**src/shared/rtcb_pkg.sv**
```systemverilog
package rtcb_pkg;
	// ---------------------------------------------------------------
	// register offsets
	// ---------------------------------------------------------------
	localparam logic [6:0] ADDR_PROBE = 7'h36;
	localparam logic [6:0] ADDR_REGOVR = 7'h37;
	localparam logic [6:0] ADDR_BLKEN = 7'h38;
	localparam logic [6:0] ADDR_FCAL = 7'h39;
	localparam logic [6:0] ADDR_XTAL = 7'h3a;
	localparam int NUM_REGS = 5;
	localparam logic [2:0] IDX_PROBE = 3'h0;
	localparam logic [2:0] IDX_REGOVR = 3'h1;
	localparam logic [2:0] IDX_BLKEN = 3'h2;
	localparam logic [2:0] IDX_FCAL = 3'h3;
	localparam logic [2:0] IDX_XTAL = 3'h4;
	// ---------------------------------------------------------------
	// reset values and masks
	// ---------------------------------------------------------------
	localparam logic [7:0] RESET_VAL = 8'h00;
	localparam logic [7:0] BLKEN_MASK = 8'hf6;
	localparam logic [7:0] FULL_MASK = 8'hff;
	// ---------------------------------------------------------------
	// field positions
	// ---------------------------------------------------------------
	localparam int PRB_LOWSUP = 7;
	localparam int PRB_SEL_HI = 6;
	localparam int PRB_SEL_LO = 4;
	localparam int PRB_DIGOFF = 3;
	localparam int PRB_SYN_HI = 2;
	localparam int PRB_SYN_LO = 1;
	localparam int PRB_OSCTST = 0;
	localparam int OVR_EN_HI = 7;
	localparam int OVR_EN_LO = 5;
	localparam int OVR_RDY_HI = 4;
	localparam int OVR_RDY_LO = 0;
	localparam int BLK_UP_HI = 7;
	localparam int BLK_UP_LO = 4;
	localparam int BLK_DN_HI = 2;
	localparam int BLK_DN_LO = 1;
	localparam int FC_LAUNCH = 7;
	localparam int FC_SUPPRESS = 6;
	localparam int FC_SHIFT_HI = 5;
	localparam int FC_SHIFT_LO = 4;
	localparam int FC_MAN_HI = 3;
	localparam int FC_MAN_LO = 0;
	localparam int XT_OFFS_HI = 7;
	localparam int XT_OFFS_LO = 5;
	localparam int XT_SINK = 4;
	localparam int XT_OFFEN = 3;
	localparam int XT_KICKDIS = 2;
	localparam int XT_DETDIS = 1;
	localparam int XT_BIASDIS = 0;
	// reference shift encodings
	localparam logic [1:0] SHIFT_NONE = 2'h0;
	localparam logic [1:0] SHIFT_P125 = 2'h1;
	localparam logic [1:0] SHIFT_M62 = 2'h2;
	localparam logic [1:0] SHIFT_M41 = 2'h3;
endpackage

```
**src/rtl/rtcb_bank.sv**
```systemverilog
`timescale 1ns/1ps
module rtcb_bank (
	// clock and reset
	input wire logic clk_sys_i,
	input wire logic rst_n_i,
	// register port from serial interface
	input wire logic [6:0] reg_addr_i,
	input wire logic reg_wr_i,
	input wire logic [7:0] reg_wdata_i,
	input wire logic reg_rd_i,
	output logic [7:0] reg_rdata_o,
	output logic reg_hit_o,
	// normal controls and statuses
	input wire logic regulator_switch_permit_i,
	input wire logic [2:0] normal_reg_en_i,
	input wire logic [4:0] ready_status_i,
	input wire logic cal_request_i,
	input wire logic [3:0] auto_cal_result_i,
	// probe controls
	output logic if_probe_low_supply_o,
	output logic [2:0] analog_probe_select_o,
	output logic digital_regulator_off_o,
	output logic [1:0] synth_test_cfg_o,
	output logic osc_core_test_enable_o,
	// regulators and readies
	output logic [2:0] regulator_enable_o,
	output logic [4:0] ready_effective_o,
	// block enables
	output logic osc_core_enable_o,
	output logic prescaler_enable_o,
	output logic phase_detector_enable_o,
	output logic synth_clock_enable_o,
	output logic receive_bandgap_enable_o,
	output logic receiver_enable_o,
	// filter calibration
	output logic filter_cal_start_o,
	output logic [1:0] filter_cal_reference_shift_o,
	output logic [3:0] filter_cal_result_o,
	// crystal oscillator
	output logic [2:0] crystal_offset_current_o,
	output logic crystal_offset_sink_o,
	output logic crystal_offset_enable_o,
	output logic crystal_kick_disable_o,
	output logic crystal_detector_disable_o,
	output logic crystal_bias_disable_o
);
	// ---------------------------------------------------------------
	// storage
	// ---------------------------------------------------------------
	logic [7:0] regs [rtcb_pkg::NUM_REGS];
	logic [rtcb_pkg::NUM_REGS-1:0] wsel;
	logic [2:0] idx;
	logic hit;

	always_comb begin
		idx = 3'h0;
		hit = 1'b1;
		unique case (reg_addr_i)
			rtcb_pkg::ADDR_PROBE: idx = rtcb_pkg::IDX_PROBE;
			rtcb_pkg::ADDR_REGOVR: idx = rtcb_pkg::IDX_REGOVR;
			rtcb_pkg::ADDR_BLKEN: idx = rtcb_pkg::IDX_BLKEN;
			rtcb_pkg::ADDR_FCAL: idx = rtcb_pkg::IDX_FCAL;
			rtcb_pkg::ADDR_XTAL: idx = rtcb_pkg::IDX_XTAL;
			default: hit = 1'b0;
		endcase
	end

	genvar g;
	generate
		for (g = 0; g < rtcb_pkg::NUM_REGS; g++) begin : g_reg
			assign wsel[g] = reg_wr_i && hit && (idx == 3'(g));
			// reset to zero; the manual cal value has no defined reset, zero chosen
			rtcb_reg8 u_reg (
				.clk_sys_i(clk_sys_i),
				.rst_n_i(rst_n_i),
				.wr_en_i(wsel[g]),
				.wr_data_i(reg_wdata_i),
				.mask_i((g == rtcb_pkg::IDX_BLKEN) ? rtcb_pkg::BLKEN_MASK : rtcb_pkg::FULL_MASK),
				.q_o(regs[g])
			);
		end
	endgenerate

	logic [7:0] prb, ovr, blk, fc, xt;
	assign prb = regs[rtcb_pkg::IDX_PROBE];
	assign ovr = regs[rtcb_pkg::IDX_REGOVR];
	assign blk = regs[rtcb_pkg::IDX_BLKEN];
	assign fc = regs[rtcb_pkg::IDX_FCAL];
	assign xt = regs[rtcb_pkg::IDX_XTAL];

	// ---------------------------------------------------------------
	// output state
	// ---------------------------------------------------------------
	typedef struct packed {
		logic [7:0] rdata;
		logic hit;
		logic [7:0] probe;
		logic [2:0] reg_en;
		logic [4:0] rdy;
		logic [5:0] blk_en;
		logic cal_start;
		logic [1:0] shift;
		logic [3:0] cal_res;
		logic [7:0] xtal;
	} rtcb_out_s;
	rtcb_out_s st_r;
	rtcb_out_s st_nxt;

	always_comb begin
		st_nxt = st_r;
		st_nxt.hit = reg_rd_i && hit;
		if (reg_rd_i && hit) begin
			st_nxt.rdata = regs[idx];
		end
		st_nxt.probe = prb;
		// permit high hands regulators fully to the test bits
		if (regulator_switch_permit_i) begin
			st_nxt.reg_en = ovr[rtcb_pkg::OVR_EN_HI:rtcb_pkg::OVR_EN_LO];
		end else begin
			st_nxt.reg_en = ovr[rtcb_pkg::OVR_EN_HI:rtcb_pkg::OVR_EN_LO] | normal_reg_en_i;
		end
		st_nxt.rdy = ovr[rtcb_pkg::OVR_RDY_HI:rtcb_pkg::OVR_RDY_LO] | ready_status_i;
		st_nxt.blk_en = {blk[rtcb_pkg::BLK_UP_HI:rtcb_pkg::BLK_UP_LO],
			blk[rtcb_pkg::BLK_DN_HI:rtcb_pkg::BLK_DN_LO]};
		// launch only when not suppressed
		st_nxt.cal_start = (fc[rtcb_pkg::FC_LAUNCH] | cal_request_i) & ~fc[rtcb_pkg::FC_SUPPRESS];
		st_nxt.shift = fc[rtcb_pkg::FC_SHIFT_HI:rtcb_pkg::FC_SHIFT_LO];
		// manual value used while auto calibration is suppressed
		st_nxt.cal_res = fc[rtcb_pkg::FC_SUPPRESS] ?
			fc[rtcb_pkg::FC_MAN_HI:rtcb_pkg::FC_MAN_LO] : auto_cal_result_i;
		st_nxt.xtal = xt;
		// sink direction meaningless without offset enable
		st_nxt.xtal[rtcb_pkg::XT_SINK] = xt[rtcb_pkg::XT_SINK] & xt[rtcb_pkg::XT_OFFEN];
	end

	always_ff @(posedge clk_sys_i or negedge rst_n_i) begin
		if (!rst_n_i) begin
			st_r <= '0;
		end else begin
			st_r <= st_nxt;
		end
	end

	assign reg_rdata_o = st_r.rdata;
	assign reg_hit_o = st_r.hit;
	assign if_probe_low_supply_o = st_r.probe[rtcb_pkg::PRB_LOWSUP];
	assign analog_probe_select_o = st_r.probe[rtcb_pkg::PRB_SEL_HI:rtcb_pkg::PRB_SEL_LO];
	assign digital_regulator_off_o = st_r.probe[rtcb_pkg::PRB_DIGOFF];
	assign synth_test_cfg_o = st_r.probe[rtcb_pkg::PRB_SYN_HI:rtcb_pkg::PRB_SYN_LO];
	assign osc_core_test_enable_o = st_r.probe[rtcb_pkg::PRB_OSCTST];
	assign regulator_enable_o = st_r.reg_en;
	assign ready_effective_o = st_r.rdy;
	assign osc_core_enable_o = st_r.blk_en[5];
	assign prescaler_enable_o = st_r.blk_en[4];
	assign phase_detector_enable_o = st_r.blk_en[3];
	assign synth_clock_enable_o = st_r.blk_en[2];
	assign receive_bandgap_enable_o = st_r.blk_en[1];
	assign receiver_enable_o = st_r.blk_en[0];
	assign filter_cal_start_o = st_r.cal_start;
	assign filter_cal_reference_shift_o = st_r.shift;
	assign filter_cal_result_o = st_r.cal_res;
	assign crystal_offset_current_o = st_r.xtal[rtcb_pkg::XT_OFFS_HI:rtcb_pkg::XT_OFFS_LO];
	assign crystal_offset_sink_o = st_r.xtal[rtcb_pkg::XT_SINK];
	assign crystal_offset_enable_o = st_r.xtal[rtcb_pkg::XT_OFFEN];
	assign crystal_kick_disable_o = st_r.xtal[rtcb_pkg::XT_KICKDIS];
	assign crystal_detector_disable_o = st_r.xtal[rtcb_pkg::XT_DETDIS];
	assign crystal_bias_disable_o = st_r.xtal[rtcb_pkg::XT_BIASDIS];
endmodule

```
**src/rtl/rtcb_reg8.sv**
```systemverilog
`timescale 1ns/1ps
// one 8-bit storage register with write mask
module rtcb_reg8 (
	// clock and reset
	input wire logic clk_sys_i,
	input wire logic rst_n_i,
	// write side
	input wire logic wr_en_i,
	input wire logic [7:0] wr_data_i,
	input wire logic [7:0] mask_i,
	// stored value
	output logic [7:0] q_o
);
	typedef struct packed {
		logic [7:0] q;
	} rtcb_reg_s;
	rtcb_reg_s st_r;
	rtcb_reg_s st_nxt;

	always_comb begin
		st_nxt = st_r;
		if (wr_en_i) begin
			st_nxt.q = wr_data_i & mask_i;
		end
	end

	always_ff @(posedge clk_sys_i or negedge rst_n_i) begin
		if (!rst_n_i) begin
			st_r <= '{q: rtcb_pkg::RESET_VAL};
		end else begin
			st_r <= st_nxt;
		end
	end

	assign q_o = st_r.q;
endmodule

```
**config.mk**
```make
export PLATFORM = sky130hd
export DESIGN_NAME = rtcb_bank
export DESIGN_NICKNAME = d
export VERILOG_FILES = /design/src/shared/rtcb_pkg.sv /design/src/rtl/rtcb_bank.sv /design/src/rtl/rtcb_reg8.sv
export SDC_FILE = /design/constraint.sdc
export NUM_CORES = 1
export LEC_CHECK = 0
export ABC_AREA = 1
export ABC_CLOCK_PERIOD_IN_PS = 1200
export BUFFER_PORTS_ARGS = -buffer_cell sky130_fd_sc_hd__buf_4
export CAP_MARGIN = 40
export CORE_MARGIN = 2
export CORE_UTILIZATION = 54
export CTS_CLUSTER_DIAMETER = 50
export DETAILED_ROUTE_END_ITERATION = 10
export HOLD_SLACK_MARGIN = 0.03
export PLACE_DENSITY = 0.83
export SYNTH_ARGS = -nofsm -noshare
export SYNTH_HDL_FRONTEND = slang
export SYNTH_SLANG_ARGS = --single-unit
```
**constraint.sdc**
```tcl
create_clock -name clk_sys_i -period 1.2 [get_ports clk_sys_i]
set_input_delay 0.06 -clock clk_sys_i [delete_from_list [all_inputs] [get_ports clk_sys_i]]
set_output_delay 0.06 -clock clk_sys_i [all_outputs]
set_load 0.1 [all_outputs]
```
Yosys cells after proc, flatten, opt, wreduce, memory -nomap -nowiden
Index checks and enable logic that the tools add are counted.
{ "classes": {"n_shift": 0, "multipliers": 0, "reduce_logical": 9, "order_cmp": 1, "n_addsub": 0, "n_div": 0, "n_eq_ne": 9, "mux": 7, "n_bitwise": 7} }
{ "ops": {"columns": ["cell", "n"], "rows": [
  ["$eq 7x6->1 const B", 5],
  ["$bmux 8 s3", 1],
  ["$mux 8", 2],
  ["$pmux 3 s4", 1],
  ["$logic_and 1x1->1", 7],
  ["$eq 3x2->1 const B", 2],
  ["$or 5x5->5", 1],
  ["$reduce_or 5->1", 1],
  ["$ge 4x4->1 const B", 1],
  ["$mux 4", 1],
  ["$not 3->4", 1],
  ["$eq 3x1->1 const B", 1],
  ["$eq 3x3->1 const B", 1],
  ["$logic_not 3->1", 1],
  ["$mux 3", 1],
  ["$or 3x3->3", 1],
  ["$and 1x1->1", 2],
  ["$mux 1", 1],
  ["$not 1->1", 1],
  ["$or 1x1->1", 1]
]} }
{ "totals": {"mem_count": 0, "input_bits": 33, "regBits": 84, "word_cells": 48, "mem_bits_ro": 0, "output_inout_bits": 46, "ramBits": 0, "latchBits": 0} }

Longest topological paths before layout
Gate-level depths: netlist (run 1).
{ "logic_depth": {"ltp_word": 6, "depth_mapped": 12, "ltp_nobuf": 11} }

Cells and area by module
A second synthesis (run 1) with hierarchy kept.
{ "hier_totals": {"cells_unflattened": 373, "hier_area_um2": 3523.4} }
{ "by_module_without_submodules": {"columns": ["module", "seq_area_each_um2", "instances", "cells_each", "area_each_um2"], "rows": [
  ["rtcb_bank", 1151.1, 1, 203, 1946.9],
  ["rtcb_reg8", 200.2, 5, 34, 315.3]
]} }

Worst setup path after synthesis (run 1)
Ideal clock, no wire load.
{ "synth_path": {"path_kind": "reg-to-reg", "startpoint": "reg reg_rdata_o[0] (netlist name)", "endpoint": "reg st_r (netlist bit reg_rdata_o[0])", "path_slack_ns": -0.005, "required_ns": 1.122, "setup_time_ns": 0.078, "path_stages_with_launch": 3, "arrival_ns": 1.128, "period_less_slack_ns": 1.205, "n_path_buf": 0, "cell_sequence": "dfrtp_1 -> nor2_1 -> a21oi_1"} }
{ "synth_rtl": {"columns": ["item", "line_no", "rtl"], "rows": [
  ["to (signal assigned)", "rtcb_bank.sv:140", "st_r <= st_nxt;"],
  ["to (decl)", "rtcb_bank.sv:106", "rtcb_out_s st_r;"]
]} }

Worst setup path after layout (run 1)
{ "layout_path": {"startpoint": "reg g_reg[3].u_reg.st_r (netlist bit g_reg[3].u_reg.q_o[6])", "endpoint": "reg st_r (netlist bit reg_rdata_o[6])"} }
{ "layout_via": {"elab_chain_cells": 3} }
{ "layout_lines": {"columns": ["item", "line_no", "rtl"], "rows": [
  ["from (decl)", "rtcb_reg8.sv:17", "rtcb_reg_s st_r;"],
  ["from (signal assigned)", "rtcb_reg8.sv:29", "st_r <= '{q: rtcb_pkg::RESET_VAL};"],
  ["from (signal assigned)", "rtcb_reg8.sv:31", "st_r <= st_nxt;"],
  ["$bmux 8 s3", "rtcb_bank.sv:113", "st_nxt.rdata = regs[idx];"],
  ["$mux 8 (implied by the code) (2 in series)", "rtcb_bank.sv:113", null]
]} }
Every way passes these cells. The select of a mux whose other input is x is not followed.
A chain may end at the register's enable or synchronous reset.

==> metrics.md, run 1 <==
| Metric | Value |
|---|---|
| Status | `finished clean` |
| Max_slew headroom | `0.730` |
| Avg WL per Cell | `15.5 microns` |
| CORE AREA | `6390 sq um` |
| Initial antenna violation count | `0` |
| CTS resizes | `0` |
| HP Class | `input port to async pin` |
| Area contributors post-synth | `dfrtp_1, o21ai_2, nand3_1` |
| Clock network fraction of total power | `0.260` |
| Hold Slack | `0.0463 ns` |
| DR vias | `2753` |
| Async set-reset flop share out of synthesis | `1.00` |
| Worst slew pin tran | `0.406 ns` |
| Post-synth EDFFs | `0` |
| DR iter-0 viols | `172` |
| Most common cell in the synthesized netlist | `dfrtp_1` |
| Combinational share of power | `0.324` |
| Vias in the first global route | `2741` |
| Post-DR vias/cell | `5.21` |
| Io pins | `79` |
| Final period util | `0.909` |
| GRT Max-Usage Layer | `met2` |
| Sink Count | `84` |
| Multi-input gate area | `1230 sq um` |
| Layout Cells excl Fill | `528` |
| Met3 usage | `0.0827` |
| Peak VDD IR | `0.00155 V` |
| H-tree depth | `3` |
| Synth cell count leaders | `dfrtp_1, nand3_1, nand2_1, nor2_1, o21ai_2` |
| Starting Density | `0.559` |
| Synthesized instance count | `338` |
| Post-Syn Area | `3570 sq um` |
| Final Slew Violations | `0` |
| Port Buf Inserts | `78` |
| Yosys warns | `0` |
| Setup crit start kind | `flop` |
| Setup tns final | `0 ns` |
| Later-pin clock latency in the skew report | `0.36 ns` |
| Met1 usage | `0.339` |
| Leakage | `2.36 nW` |
| Count of final hold-check violations | `0` |
| Internal power | `0.00472 W` |
| Post-DP Area | `4360 sq um` |
| RSZ-0062 raised after global routing | `false` |
| Power Density | `1690 nW/um^2` |
| Largest net degree at the start of global routing | `80` |
| Max Clock Freq | `917 MHz` |
| Routing usage on met2 | `0.378` |
| Share of cells above drive strength 1 | `0.419` |
| Synth area leader | `dfrtp_1` |
| Post-DP HPWL | `5710 microns` |
| Synth Register Bits | `84` |
| Max clock buf depth | `2` |
| Setup Viol. Count Final | `0` |
| Site row count | `29` |
| Clk pin slew, worst setup/hold paths | `0.09 ns` |
| Dpl cells | `497` |
| CTS buffer count | `9` |
| Share of the synthesized area in the top cell type | `0.589` |
| WS Path Type | `flop to flop` |
| Final net count | `479` |
| Routability Congestion | `0.839` |
| Die Wd | `85.3 microns` |
| Number of diodes | `0` |
| Setup WS post-layout | `0.110 ns` |
| Sequential power share | `0.416` |
| Total grt overflow | `0` |
| Drt drc | `0` |
| Die area | `7280 sq um` |
| Dominant synthesized flop cell | `dfrtp_1` |
| Seq/Total Area, Yosys | `0.589` |
| Postcts setup bufs | `0` |
| Drt pass-1 iters | `4` |
| First-pass GRT wire length | `13600 microns` |
| CTS tree | `done` |
| Crit path DAT | `1.38 ns` |
| Max-Cap Viols | `0` |
| Switching share of power | `0.408` |
| Die height | `85.3 microns` |
| Layout fillers | `448` |
| Crit path capture type | `flop` |
| Netlist cell types | `28` |
| Sw power | `0.00325 W` |
| Fin crit period | `1.09 ns` |
| WL final | `8170 microns` |
| Clock Skew | `0.00767 ns` |
| Mean Syn Cell Area | `10.6 sq um` |
| Design area | `4720 sq um` |
| CP required | `1.49 ns` |
| Clk root buf | `clkbuf_8` |
| Worst-path fanout max | `7` |
| Sequential cell area | `2110 sq um` |
| DRT antenna net count | `0` |
| Setup WS pre-CTS | `-0.220 ns` |
| Synth-to-layout area growth | `32.1%` |
| Total GRT Usage | `0.247` |
| Syn nets | `371` |
worst paths after layout:
check                      cells past startpoint                              start                           endpoint  slack (ns)
max in group asynchronous                      3                            rst_n_i         reg_rdata_o[3]$_DFFE_PN0P_        0.53
max reg2reg                                    4  g_reg[3].u_reg.q_o[6]$_DFFE_PN0P_         reg_rdata_o[6]$_DFFE_PN0P_        0.11
min in group clk_sys_i                         3                     reg_wdata_i[3]  g_reg[1].u_reg.q_o[3]$_DFFE_PN0P_        0.07
min                                            2                            rst_n_i     ready_effective_o[3]$_DFF_PN0_        0.05
min reg2reg                                    0  g_reg[0].u_reg.q_o[0]$_DFFE_PN0P_   osc_core_test_enable_o$_DFF_PN0_        0.41
max                                            4  g_reg[3].u_reg.q_o[6]$_DFFE_PN0P_         reg_rdata_o[6]$_DFFE_PN0P_        0.11
cell usage in the layout, fill, tap and decap left out:
cell,instances
a21oi_1,8
buf_12,5
buf_4,90
bufinv_16,1
clkbuf_8,9
clkinv_4,3
clkinv_8,1
clkinvlp_4,2
dfrtp_1,76
dfrtp_2,8
dlygate4sd3_1,15
inv_1,29
inv_2,3
inv_6,1
inv_8,1
mux2_2,4
nand2_1,40
nand2_2,13
nand2_4,4
nand3_1,52
nand3_2,1
nand3_4,1
nand4_4,3
nor2_1,31
nor2_2,1
nor2_4,2
nor3_4,1
o21ai_1,8
o21ai_2,30
o21bai_1,3
or2_2,5
kinds of logic (layout without fill, tap and decap cells):
logic type,count (synthesis),in the layout,synth area share
buf+inv,47,160,0.0701
mux,4,4,0.0126
flops,84,84,0.589
compound gates,49,49,0.102
simple gates,154,154,0.226
state kept, by name, indices dropped and copies added, names as in the netlist, 2 cells and up:
register,flops
synth_test_cfg_o,2
g.u_reg.q_o,38
filter_cal_reference_shift_o,2
ready_effective_o,5
filter_cal_result_o,4
regulator_enable_o,3
crystal_offset_current_o,3
analog_probe_select_o,3
reg_rdata_o,8
power groups by stage:
stage          Combinational, W  Sequential [W]  Clock [W]
6_report                0.00258         0.00331    0.00207
5_1_grt                 0.00269         0.00335    0.00224
4_1_cts                 0.00258         0.00332    0.00211
3_5_place_dp            0.00254         0.00337          0
3_3_place_gp            0.00250         0.00336          0
2_1_floorplan          0.000407         0.00482          0
timing repair:
item                                   4_1_cts  5_1_grt
endpoints found under the hold margin       97        0
setup endpoints to repair                    0        0
hold buffers                                15        0
per-layer routing:
metal | share of wire | wire, microns
met1 | 0.43 | 3520
met5 | 0 | 0
met3 | 0.072 | 592
met4 | 0.0072 | 59
met2 | 0.49 | 4000
worst max-delay path, cell delays in order, from the launching register on:
cell and delay [ns]:
dfrtp_1 0.56, nand3_1 0.12, nand3_1 0.10, nand3_1 0.10, a21oi_1 0.13
layout make-up:
class                   count  share of cell area
clock buffers               9              0.0263
clock inverters             7              0.0175
inverters                  34              0.0308
multi-input cells         207               0.261
flip-flops and latches     84               0.448
well taps                  77              0.0204
repair buffers            110               0.196
through the flow:
| step | total power [W] | util |
|---|---|---|
| 2_1_floorplan | 0.00523 | - |
| 3_3_place_gp | 0.00586 | 0.683 |
| 3_5_place_dp | 0.00591 | 0.683 |
| 4_1_cts | 0.00801 | 0.739 |
| 5_1_grt | 0.00828 | 0.739 |
| 6_report | 0.00796 | 0.739 |
Power figures use the tool's default switching activity.
==> run 2, diff against run 1 <==
Settings changed: CORE_MARGIN 2 to default.
==> run 2 against run 1 <==
  * Register-to-register slack is essentially flat
  * Largest power group unchanged
  * Maximum frequency fell by 0.19%
  * Global-route usage shrank 0.081 points
  * First-iteration DRC count decreased by 16%
  * Worst hold slack better by 0.029 ns
  * Total power is 0.72% lower
  * Critical path depth is the same
  * Utilization down 0.090 points
==> metrics.md, run 2 (synthesis results as in run 1) <==
| Metric | Value |
|---|---|
| Status | `finished clean` |
| RSZ-0062 raised after global routing | `false` |
| Setup WS post-layout | `0.107 ns (-0.00204 ns)` |
| Fin crit period | `1.09 ns (+0.00204 ns)` |
| Setup WS pre-CTS | `-0.200 ns (+0.0198 ns)` |
| Final Slew Violations | `0 (unchanged)` |
| Worst slew pin tran | `0.381 ns (-0.0249 ns)` |
| Number of diodes | `0 (unchanged)` |
| Starting Density | `0.562 (+0.00320)` |
| Drt pass-1 iters | `4 (unchanged)` |
| Total grt overflow | `0 (unchanged)` |
| Postcts setup bufs | `0 (unchanged)` |
| Critical Path Slowest Stage Cell | `dfrtp_1` |
| Commonest non-fill, non-tap cell in the layout | `buf_4` |
| HP Class | `input port to flop` |
| Crit path DAT | `1.38 ns (about the same)` |
| Max clock buf depth | `2 (unchanged)` |
| Setup Viol. Count Final | `0 (unchanged)` |
| Largest delay contributor family on the critical path | `flip-flops` |
| Post-DR vias/cell | `5.19 (-0.53%)` |
| Leakage | `2.34 nW (-0.71%)` |
| Drt drc | `0 (unchanged)` |
| Port Buf Inserts | `78 (unchanged)` |
| Power Density | `1690 nW/um^2 (about the same)` |
| CTS buffer count | `9 (unchanged)` |
| Setup crit start kind | `flop` |
| Most frequent cells in the layout | `buf_4, dfrtp_1, nand3_1` |
| CTS resizes | `0 (unchanged)` |
| Max-Cap Viols | `0 (unchanged)` |
| Worst-path fanout max | `7 (unchanged)` |
| First-pass GRT wire length | `13200 microns (-3.3%)` |
| Clk root buf | `clkbuf_8` |
| Final period util | `0.910 (+0.00170)` |
| WS Path Type | `flop to flop` |
| Crit path capture type | `flop` |
| Peak VDD IR | `0.00192 V (+24%)` |
| Later-pin clock latency in the skew report | `0.35 ns (about the same)` |
| Fin util | `0.738 (-0.000902)` |
| WL final | `7920 microns (-3.1%)` |
| Layout Cells excl Fill | `526 (-0.38%)` |
| Routability Congestion | `0.845 (+0.75%)` |
| Die height | `83.3 microns (-2.3%)` |
| CORE AREA | `6350 sq um (-0.57%)` |
| H-tree depth | `3 (unchanged)` |
| Crit-path cells | `nand3_1, nand3_1, nand3_1, a21oi_1` |
| Dpl cells | `495 (-0.40%)` |
| CP most frequent cell | `nand3_1` |
| DR iter-0 viols | `144 (-16%)` |
| Sink Count | `84 (unchanged)` |
| WP buf/inv | `0 (unchanged)` |
| Site row count | `29 (unchanged)` |
| Count of final hold-check violations | `0 (unchanged)` |
| Post-DP Area | `4330 sq um (-0.63%)` |
| DRT antenna net count | `0 (unchanged)` |
| Vias in the first global route | `2593 (-5.4%)` |
| Clk pin slew, worst setup/hold paths | `0.09 ns (about the same)` |
| CTS tree | `done` |
| Max Clock Freq | `915 MHz (-0.19%)` |
| Final net count | `477 (-0.42%)` |
| CP required | `1.48 ns (about the same)` |
| Share of cells above drive strength 1 | `0.414 (-0.00481)` |
| Io pins | `79 (unchanged)` |
| Post-DP HPWL | `5690 microns (-0.36%)` |
| DR vias | `2728 (-0.91%)` |
| Die Wd | `83.3 microns (-2.3%)` |
| Design area | `4680 sq um (-0.69%)` |
| Setup tns final | `0 ns (unchanged)` |
| Die area | `6940 sq um (-4.6%)` |
| Initial antenna violation count | `0 (unchanged)` |
| Clock Skew | `0.00986 ns (+0.00219 ns)` |
| Max reg flops | `38 (unchanged)` |
| Largest net degree at the start of global routing | `37 (-54%)` |
| Max_slew headroom | `0.746 (+0.0166)` |
| Max incr delay on CP | `0.54 ns (-0.02 ns)` |
| Synth-to-layout area growth | `31.2%` |
| Avg WL per Cell | `15.1 microns (-2.7%)` |
| Total GRT Usage | `0.246 (-0.000808)` |
-- run 2: worst min-delay path, stage by stage --
cell	delay, ns
buf_4	0.07
inv_1	0.11
o21ai_2	0.15
-- run 2: report_power, final --
group          switching (W)  internal [W]  total (W)
clock network       0.000999       0.00103    0.00203
registers           0.000172       0.00314    0.00331
logic                0.00198      0.000584    0.00257
total                0.00315       0.00475    0.00790
-- run 2: final cells by class --
| cell class | count | area (sq um) |
|---|---|---|
| sequential | 84 | 2110 |
| fill | 451 | 1670 |
| multi-input combinational | 207 | 1230 |
| timing repair buffer | 108 | 898 |
| inverter | 34 | 145 |
| clock buffer | 11 | 141 |
| tap | 77 | 96.3 |
| clock inverter | 5 | 60.1 |
-- run 2: final timing paths --
| path | start | end | slack, ns | cells after the start |
|---|---|---|---|---|
| min | reg_wdata_i[7] | g_reg[2].u_reg.q_o[7]$_DFFE_PN0P_ | 0.08 | 3 |
| max reg2reg | g_reg[3].u_reg.q_o[6]$_DFFE_PN0P_ | reg_rdata_o[6]$_DFFE_PN0P_ | 0.11 | 4 |
| max in group asynchronous | rst_n_i | reg_rdata_o[1]$_DFFE_PN0P_ | 0.50 | 3 |
| max | g_reg[3].u_reg.q_o[6]$_DFFE_PN0P_ | reg_rdata_o[6]$_DFFE_PN0P_ | 0.11 | 4 |
| min in group asynchronous | rst_n_i | receive_bandgap_enable_o$_DFF_PN0_ | 0.16 | 2 |
| min reg2reg | g_reg[0].u_reg.q_o[0]$_DFFE_PN0P_ | osc_core_test_enable_o$_DFF_PN0_ | 0.41 | 0 |
-- run 2: metrics by stage --
stage	power (W)	hold slack [ns]
floorplan	0.00523	-0.236
global placement	0.00586	-0.00479
detailed placement	0.00591	0.00407
CTS	0.00795	0.0639
global route	0.00818	0.0748
finish	0.00790	0.0751
-- run 2: metal layers --
layer  part of all wire  routed length (microns)  GRT usage  vias up
li1                   -                        -          -     1318
met3              0.068                      539     0.0547        8
met5                  0                        0          0        -
met1               0.44                     3480      0.346     1303
met4              0.014                      114     0.0893        0
met2               0.48                     3790      0.377       99
-- run 2: repair_timing --
| item | 4_1_cts | 5_1_grt |
|---|---|---|
| hold endpoints to repair | 97 | 0 |
| endpoints found under the setup margin | 0 | 0 |
| hold buffers | 15 | 0 |
